==> config.mk <==
export PLATFORM = sky130hd
export DESIGN_NAME = pwdt_top
export DESIGN_NICKNAME = d
export VERILOG_FILES = /design/src/design/pwdt_top.v
export VERILOG_INCLUDE_DIRS = /design/src /design/src/include
export SDC_FILE = /design/constraint.sdc
export NUM_CORES = 1
export LEC_CHECK = 0
export BUFFER_PORTS_ARGS = -buffer_cell sky130_fd_sc_hd__buf_2
export CORE_UTILIZATION = 45
export CTS_CLUSTER_DIAMETER = 100
export DETAILED_ROUTE_END_ITERATION = 10
export SLEW_MARGIN = 20
export SYNTH_ARGS = -nofsm -noshare
export SYNTH_HDL_FRONTEND = slang
export SYNTH_SLANG_ARGS = --single-unit
==> constraint.sdc <==
create_clock -name i_clock -period 5.46 [get_ports i_clock]
set_input_delay 1.092 -clock i_clock [delete_from_list [all_inputs] [get_ports i_clock]]
set_output_delay 1.092 -clock i_clock [all_outputs]
set_load 0.01 [all_outputs]
==> src/include/pwdt_defines.vh <==
`ifndef PWDT_DEFINES_VH
`define PWDT_DEFINES_VH
// =====================================================================
// Register map
`define PWDT_ADDR_RELOAD 8'h86
`define PWDT_ADDR_INTERRUPT_ENABLE_FIRST 8'ha8
`define PWDT_ADDR_INTERRUPT_ENABLE_SECOND 8'hb8
`define PWDT_ADDR_IP0 8'ha9
`define PWDT_ADDR_CTRL 8'hf0
`define PWDT_ADDR_COUNT 8'hf1
// =====================================================================
// Field positions and reset values
`define PWDT_BIT_FLAG 6
`define PWDT_BIT_PSEL 7
`define PWDT_BIT_IDLE 0
`define PWDT_BIT_PDOWN 1
`define PWDT_BIT_SLOW 2
`define PWDT_RELOAD_RST 8'h00
// =====================================================================
// Timing
`define PWDT_DIV_BASE 5'd23
`define PWDT_DIV_EXTRA 4'hf
`define PWDT_OVF_STATE 15'h7ffc
`define PWDT_RST_SHORT 8'd8
`define PWDT_RST_LONG 8'd128
`define PWDT_ARM_CYCLES 2'd2
`endif

==> src/design/pwdt_top.v <==
`timescale 1ns/100ps
`include "pwdt_defines.vh"

module pwdt_top
(
  input wire i_clock,
  input wire i_reset,
  input wire i_hw_power_down_input_n,
  input wire i_powersave_enable_autostart_pin,
  input wire i_osc_power_on_reset,
  input wire i_osc_watchdog_reset,
  input wire [7:0] i_addr,
  input wire [7:0] i_wdata,
  input wire i_write,
  input wire i_read,
  output reg [7:0] o_rdata,
  output wire o_watchdog_reset,
  output wire o_powersave_allowed,
  output wire o_idle_mode,
  output wire o_power_down_mode,
  output wire o_slow_mode
);

  // ===================================================================
  // State
  reg [7:0] watchdog_reload_reg_r;
  reg refresh_arm_flag_r;
  reg [1:0] arm_age_r;
  reg watchdog_start_flag_r;
  reg watchdog_reset_status_r;
  reg [6:0] interrupt_enable_first_other_r;
  reg [6:0] interrupt_enable_second_other_r;
  reg [6:0] ip0_other_r;
  reg [2:0] psave_r;
  reg running_r;
  reg [14:0] count_r;
  reg [4:0] div_base_r;
  reg [3:0] div_extra_r;
  reg [7:0] rst_cnt_r;
  reg hw_reset_seen_r;

  wire hw_pd_active = ~i_hw_power_down_input_n;
  wire ext_reset = i_reset | hw_pd_active;
  wire strap_high = i_powersave_enable_autostart_pin;
  wire wd_reset_active = (rst_cnt_r != 8'h00);
  wire any_reset = ext_reset | i_osc_power_on_reset | wd_reset_active;
  wire psel = watchdog_reload_reg_r[`PWDT_BIT_PSEL];

  function is_wr;
    input [7:0] a;
    begin
      is_wr = i_write && (i_addr == a);
    end
  endfunction

  wire wr_reload = is_wr(`PWDT_ADDR_RELOAD);
  wire wr_interrupt_enable_first = is_wr(`PWDT_ADDR_INTERRUPT_ENABLE_FIRST);
  wire wr_interrupt_enable_second = is_wr(`PWDT_ADDR_INTERRUPT_ENABLE_SECOND);
  wire wr_ip0 = is_wr(`PWDT_ADDR_IP0);
  wire wr_ctrl = is_wr(`PWDT_ADDR_CTRL);
  wire set_arm = wr_interrupt_enable_first && i_wdata[`PWDT_BIT_FLAG];
  wire set_start = wr_interrupt_enable_second && i_wdata[`PWDT_BIT_FLAG];
  // Refresh needs the arm flag still pending from the prior write.
  wire do_refresh = running_r && set_start && refresh_arm_flag_r;
  wire sw_start = !running_r && set_start;
  wire sleep_entry = wr_ctrl &&
    (i_wdata[`PWDT_BIT_IDLE] | i_wdata[`PWDT_BIT_PDOWN]) && !strap_high;

  // ===================================================================
  // Prescalers: divide by 24 always, and by a further 16 (384 in all) when selected.
  wire base_tick = (div_base_r == `PWDT_DIV_BASE);
  wire count_tick = base_tick &&
    (!psel || (div_extra_r == `PWDT_DIV_EXTRA));

  // ===================================================================
  // Counter control
  wire stop_now = (i_reset && !strap_high) || hw_pd_active ||
    i_osc_watchdog_reset || sleep_entry;
  // Hardware start is taken while reset is held, or on the first edge after power-down ends.
  // A reset with the strap high restarts a running timer at the default.
  wire hw_start = (ext_reset || hw_reset_seen_r) && strap_high;
  wire overflow = running_r && (count_r == `PWDT_OVF_STATE) &&
    !wd_reset_active;

  // ===================================================================
  // Hardware start memory
  // The stop condition wins while power-down is active, so a strapped
  // start is remembered for the first cycle after the input is released.
  always @(posedge i_clock)
  begin
    hw_reset_seen_r <= hw_pd_active && strap_high;
  end

  always @(posedge i_clock)
  begin
    if (i_reset && !strap_high)
    begin
      running_r <= 1'b0;
      count_r <= 15'h0000;
    end
    else if (stop_now)
    begin
      running_r <= 1'b0;
    end
    else if (hw_start || sw_start || do_refresh)
    begin
      running_r <= 1'b1;
      // A hardware start always loads zero, whatever the reload register holds.
      count_r <= {(hw_start ? 7'h00 : watchdog_reload_reg_r[6:0]),
        8'h00};
    end
    else if (running_r && count_tick && !overflow)
    begin
      count_r <= count_r + 15'h0001;
    end
    else if (overflow)
    begin
      // Step past the terminal state at once, in the same cycle the reset pulse is loaded.
      count_r <= count_r + 15'h0001;
    end
  end

  always @(posedge i_clock)
  begin
    if (i_reset || !running_r || hw_start || sw_start || do_refresh)
    begin
      div_base_r <= 5'd0;
      div_extra_r <= 4'h0;
    end
    else
    begin
      // Restarting the dividers on every start keeps each timeout full.
      div_base_r <= base_tick ? 5'd0 : div_base_r + 5'd1;
      if (base_tick)
      begin
        div_extra_r <= div_extra_r + 4'h1;
      end
    end
  end

  // ===================================================================
  // Watchdog reset pulse
  always @(posedge i_clock)
  begin
    if (i_reset || hw_pd_active)
    begin
      rst_cnt_r <= 8'h00;
    end
    else if (overflow)
    begin
      rst_cnt_r <= psel ? `PWDT_RST_LONG : `PWDT_RST_SHORT;
    end
    else if (wd_reset_active)
    begin
      rst_cnt_r <= rst_cnt_r - 8'h01;
    end
  end

  assign o_watchdog_reset = wd_reset_active;

  // ===================================================================
  // Flags and registers
  always @(posedge i_clock)
  begin
    if (any_reset || i_osc_watchdog_reset)
    begin
      // The watchdog pulse clears the system but not the timer or status; i_osc_watchdog_reset also stops the timer.
      watchdog_reload_reg_r <= `PWDT_RELOAD_RST;
      refresh_arm_flag_r <= 1'b0;
      arm_age_r <= 2'd0;
      watchdog_start_flag_r <= 1'b0;
      interrupt_enable_first_other_r <= 7'h00;
      interrupt_enable_second_other_r <= 7'h00;
      ip0_other_r <= 7'h00;
      psave_r <= 3'b000;
    end
    else
    begin
      if (wr_reload)
      begin
        watchdog_reload_reg_r <= i_wdata;
      end
      if (set_arm)
      begin
        refresh_arm_flag_r <= 1'b1;
        arm_age_r <= 2'd0;
      end
      else if (refresh_arm_flag_r)
      begin
        arm_age_r <= arm_age_r + 2'd1;
        if (arm_age_r + 2'd1 == `PWDT_ARM_CYCLES)
        begin
          refresh_arm_flag_r <= 1'b0;
        end
      end
      if (wr_interrupt_enable_first)
      begin
        interrupt_enable_first_other_r <= {i_wdata[7], i_wdata[5:0]};
      end
      if (wr_interrupt_enable_second)
      begin
        interrupt_enable_second_other_r <= {i_wdata[7], i_wdata[5:0]};
        watchdog_start_flag_r <= i_wdata[`PWDT_BIT_FLAG] | running_r;
      end
      if (wr_ip0)
      begin
        ip0_other_r <= {i_wdata[7], i_wdata[5:0]};
      end
      if (wr_ctrl)
      begin
        psave_r <= strap_high ? 3'b000 : i_wdata[2:0];
      end
      else if (strap_high)
      begin
        psave_r <= 3'b000;
      end
    end
  end

  always @(posedge i_clock)
  begin
    // The overflow wins over a software write in the same cycle.
    if (i_reset || hw_pd_active)
    begin
      watchdog_reset_status_r <= 1'b0;
    end
    else if (overflow)
    begin
      watchdog_reset_status_r <= 1'b1;
    end
    else if (wr_ip0)
    begin
      watchdog_reset_status_r <= i_wdata[`PWDT_BIT_FLAG];
    end
  end

  assign o_powersave_allowed = !strap_high;
  assign o_idle_mode = psave_r[`PWDT_BIT_IDLE];
  assign o_power_down_mode = psave_r[`PWDT_BIT_PDOWN];
  assign o_slow_mode = psave_r[`PWDT_BIT_SLOW];

  // ===================================================================
  // Read port
  reg [7:0] rdata_nxt;

  always @*
  begin
    rdata_nxt = 8'h00;
    case (i_addr)
      `PWDT_ADDR_RELOAD: rdata_nxt = watchdog_reload_reg_r;
      `PWDT_ADDR_INTERRUPT_ENABLE_FIRST: rdata_nxt = {interrupt_enable_first_other_r[6],
        refresh_arm_flag_r, interrupt_enable_first_other_r[5:0]};
      `PWDT_ADDR_INTERRUPT_ENABLE_SECOND: rdata_nxt = {interrupt_enable_second_other_r[6],
        watchdog_start_flag_r, interrupt_enable_second_other_r[5:0]};
      `PWDT_ADDR_IP0: rdata_nxt = {ip0_other_r[6],
        watchdog_reset_status_r, ip0_other_r[5:0]};
      `PWDT_ADDR_CTRL: rdata_nxt = {running_r, 4'h0, psave_r};
      `PWDT_ADDR_COUNT: rdata_nxt = {1'b0, count_r[14:8]};
      default: rdata_nxt = 8'h00;
    endcase
  end

  // Read data stand for one cycle only, so an idle port reads as zero.
  always @(posedge i_clock)
  begin
    if (i_reset || !i_read)
    begin
      o_rdata <= 8'h00;
    end
    else
    begin
      o_rdata <= rdata_nxt;
    end
  end

endmodule

==> flow_metrics.env <==
export IMPL_routed_wl_mm=9.42
export IMPL_n_antenna_cell=0
export IMPL_pre_cts_ws_ns=1.93
export IMPL_hpwl_mm=6.72
export IMPL_powerDensity_nw_per_um2=335
export IMPL_syn_nets=482
export IMPL_io_buffers=36
export IMPL_core_area_um2=7850
export IMPL_clock_sinks=79
export IMPL_ys_warn_count=0
export IMPL_report_final_slew_viol_count=0
export IMPL_die_area_um2=8580
export IMPL_crit_path_end_kind="register"
export IMPL_fin_util_pct=53.2
export IMPL_placedCellCount=573
export IMPL_synth_area_leaders="dfxtp_1 43%, nand2_1 6.8%, a21oi_1 5.7%, nand3_1 4.5%, nor2_1 4.1%"
export IMPL_synth_most_common_cell="dfxtp_1"
export IMPL_cp_max_fo=12
export IMPL_nFillCells=778
export IMPL_grt_pass1_vias=3193
export IMPL_relSlewSlack_pct=35.4
export IMPL_synthFlopType="dfxtp_1"
export IMPL_required_ns=5.67
export IMPL_synth_edf_count=0
export IMPL_grt_overflow=0
export IMPL_ys_seq_area_share_pct=42.8
export IMPL_grt_use_met2_pct=35.7
export IMPL_initial_core_util_pct=47.1
export IMPL_post_drt_wl_per_cell_um=16.0
export IMPL_multi_input_area_um2=1980
export IMPL_async_flop_share_pct=0
export IMPL_cp_start_kind="input port"
export IMPL_min_period_over_period_pct=58.2
export IMPL_setup_viol=0
export IMPL_route_vias_total=3356
export IMPL_synth_cell_types=56
export IMPL_grt_pass1_wl_mm=15.8
export IMPL_first_pass_iters=5
export IMPL_via_per_inst=5.70
export IMPL_grt_use_met3_pct=5.17
export IMPL_hold_slack_ns=0.458
export IMPL_post_cts_buffers=0
export IMPL_maxCapViolations=0
export IMPL_grt_util_all_layers_pct=23.5
export IMPL_crit_type="input port to register"
export IMPL_htree_levels=3
export IMPL_peakVddDrop_v=0.000154
export IMPL_seqCellArea_um2=1580
export IMPL_syn_area_um2=3700
export IMPL_timing_final_ws_setup_ns=2.28
export IMPL_ys_ff_latch=79
export IMPL_avgSynthCellArea_um2=8.20
export IMPL_worst_pin_slew_ns=0.968
export IMPL_tritoncts="yes"
export IMPL_clk_latency_ns=0.36
export IMPL_drc=0
export IMPL_grt_most_used_layer="met2"
export IMPL_syn_inst=451
export IMPL_crit_arrival_ns=3.39
export IMPL_antenna_found_initial=0
export IMPL_finalHoldViolCount=0
export IMPL_rsz0062_at_grt="no"
export IMPL_status="finished, final reports clean"
export IMPL_cts_buffers_inserted=9
export IMPL_die_h_um=92.6
export IMPL_ant_nets=0
export IMPL_die_width_um=92.6
export IMPL_cts_resized=0
export IMPL_rows=32
export IMPL_fin_nets=513
export IMPL_gp_congestion=0.855
export IMPL_clockRootBuffer="clkbuf_8"
export IMPL_cts_buffer_depth=2
export IMPL_fmax_mhz=315
export IMPL_leakage_nw=1.44
export IMPL_use_met1_pct=33.0
export IMPL_tns_ns=0
export IMPL_fin_crit_ns=3.18
export IMPL_area_delta_synth_final_pct=12.9
export IMPL_grt_max_degree=36
export IMPL_hold_path_class="register to register"
export IMPL_instances_no_fill=589
export IMPL_dr_first_iter_drc_count=218
export IMPL_synth_common_cells="79 x dfxtp_1, 67 x nand2_1, 42 x a21oi_1"
export IMPL_io_pins=37
export IMPL_clk_pin_slew_ns=0.09
export IMPL_fin_skew_ns=0.00809
export IMPL_synth_top_area_share_pct=42.8
export IMPL_layout_drive_gt1_share_pct=13.1
export IMPL_cts_hold_buf=0
export IMPL_synth_area_leader_cell="dfxtp_1"
-- flip-flops by register name (all words and copies together) (netlist names) --
signal                           flops
watchdog_start_flag_r                1
watchdog_reset_status_r              1
count_r                             15
div_extra_r                          4
o_rdata                              8
arm_age_r                            2
ip0_other_r                          7
refresh_arm_flag_r                   1
interrupt_enable_second_other_r      7
psave_r                              3
rst_cnt_r                            8
running_r                            1
hw_reset_seen_r                      1
div_base_r                           5
interrupt_enable_first_other_r       7
watchdog_reload_reg_r                8
-- worst max-delay path, stage by stage --
cell and delay, ns:
buf_2 0.12, nor2b_1 0.27, or3_1 0.37, a21oi_1 0.69, o21ai_1 0.43, a221oi_1 0.33, nor3_1 0.08
-- path summary, 6_finish.rpt --
kind / cells past startpoint / slack (ns) / end / start
min reg2reg: 2 / 0.46 / interrupt_enable_second_other_r[5] / interrupt_enable_second_other_r[5]
min: 2 / 0.46 / interrupt_enable_second_other_r[5] / interrupt_enable_second_other_r[5]
max reg2reg: 9 / 2.82 / arm_age_r[1] / rst_cnt_r[0]
max: 7 / 2.28 / count_r[12] / i_reset
-- report_power, final --
part / internal, mW / switching [mW] / leakage (nW) / total, mW
Combinational: 0.113 / 0.170 / 0.695 / 0.283
Clock: 0.261 / 0.227 / 0.104 / 0.488
Sequential: 0.601 / 0.0284 / 0.638 / 0.629
Total: 0.975 / 0.425 / 1.44 / 1.40
-- layout by cell type (no fill, tap or decap), types with 4 or more instances in the layout --
cell	count
or3_1	4
buf_4	4
a31oi_1	5
clkbuf_8	9
nor2_1	40
nand2b_1	6
nand4_1	8
nor3_1	21
dfxtp_1	79
a221oi_1	9
nand3_1	33
nand2_1	67
xnor2_1	6
xor2_1	14
a21oi_1	42
o21ai_0	9
mux2i_1	8
o211ai_1	4
inv_1	13
buf_2	36
a22oi_1	9
ha_1	7
-- routing by layer --
| metal | wire length [µm] | vias to the layer above |
|---|---|---|
| li1 | - | 1677 |
| met1 | 4580 | 1580 |
| met2 | 4150 | 91 |
| met3 | 568 | 8 |
| met4 | 117 | 0 |
| met5 | 0 | - |
-- area by class of cell --
type,count,area share [%]
multi-input cells,338,47.5
well taps,102,3.06
clock inverters,6,2.22
flip-flops and latches,79,37.9
inverters,14,1.26
repair buffers,40,5.04
clock buffers,10,3.06
-- logic make-up after synthesis --
group | synth area share, %
multiplexers | 2.17
XOR/XNOR | 4.74
AND/OR/NAND/NOR | 27.9
flip-flops | 42.8
buffers and inverters | 3.62
adder cells (fa/ha/maj) | 2.37
AO/OA/AOI/OAI | 16.5
-- stage by stage --
step	cell area, µm²	total power, mW
final	4170	1.40
after global routing	4170	1.49
after CTS	4170	1.42
after detailed placement	3950	0.928
after global placement	3950	0.925
after floorplan	3700	0.872
Note: power is estimated with default switching activity, not from simulation.
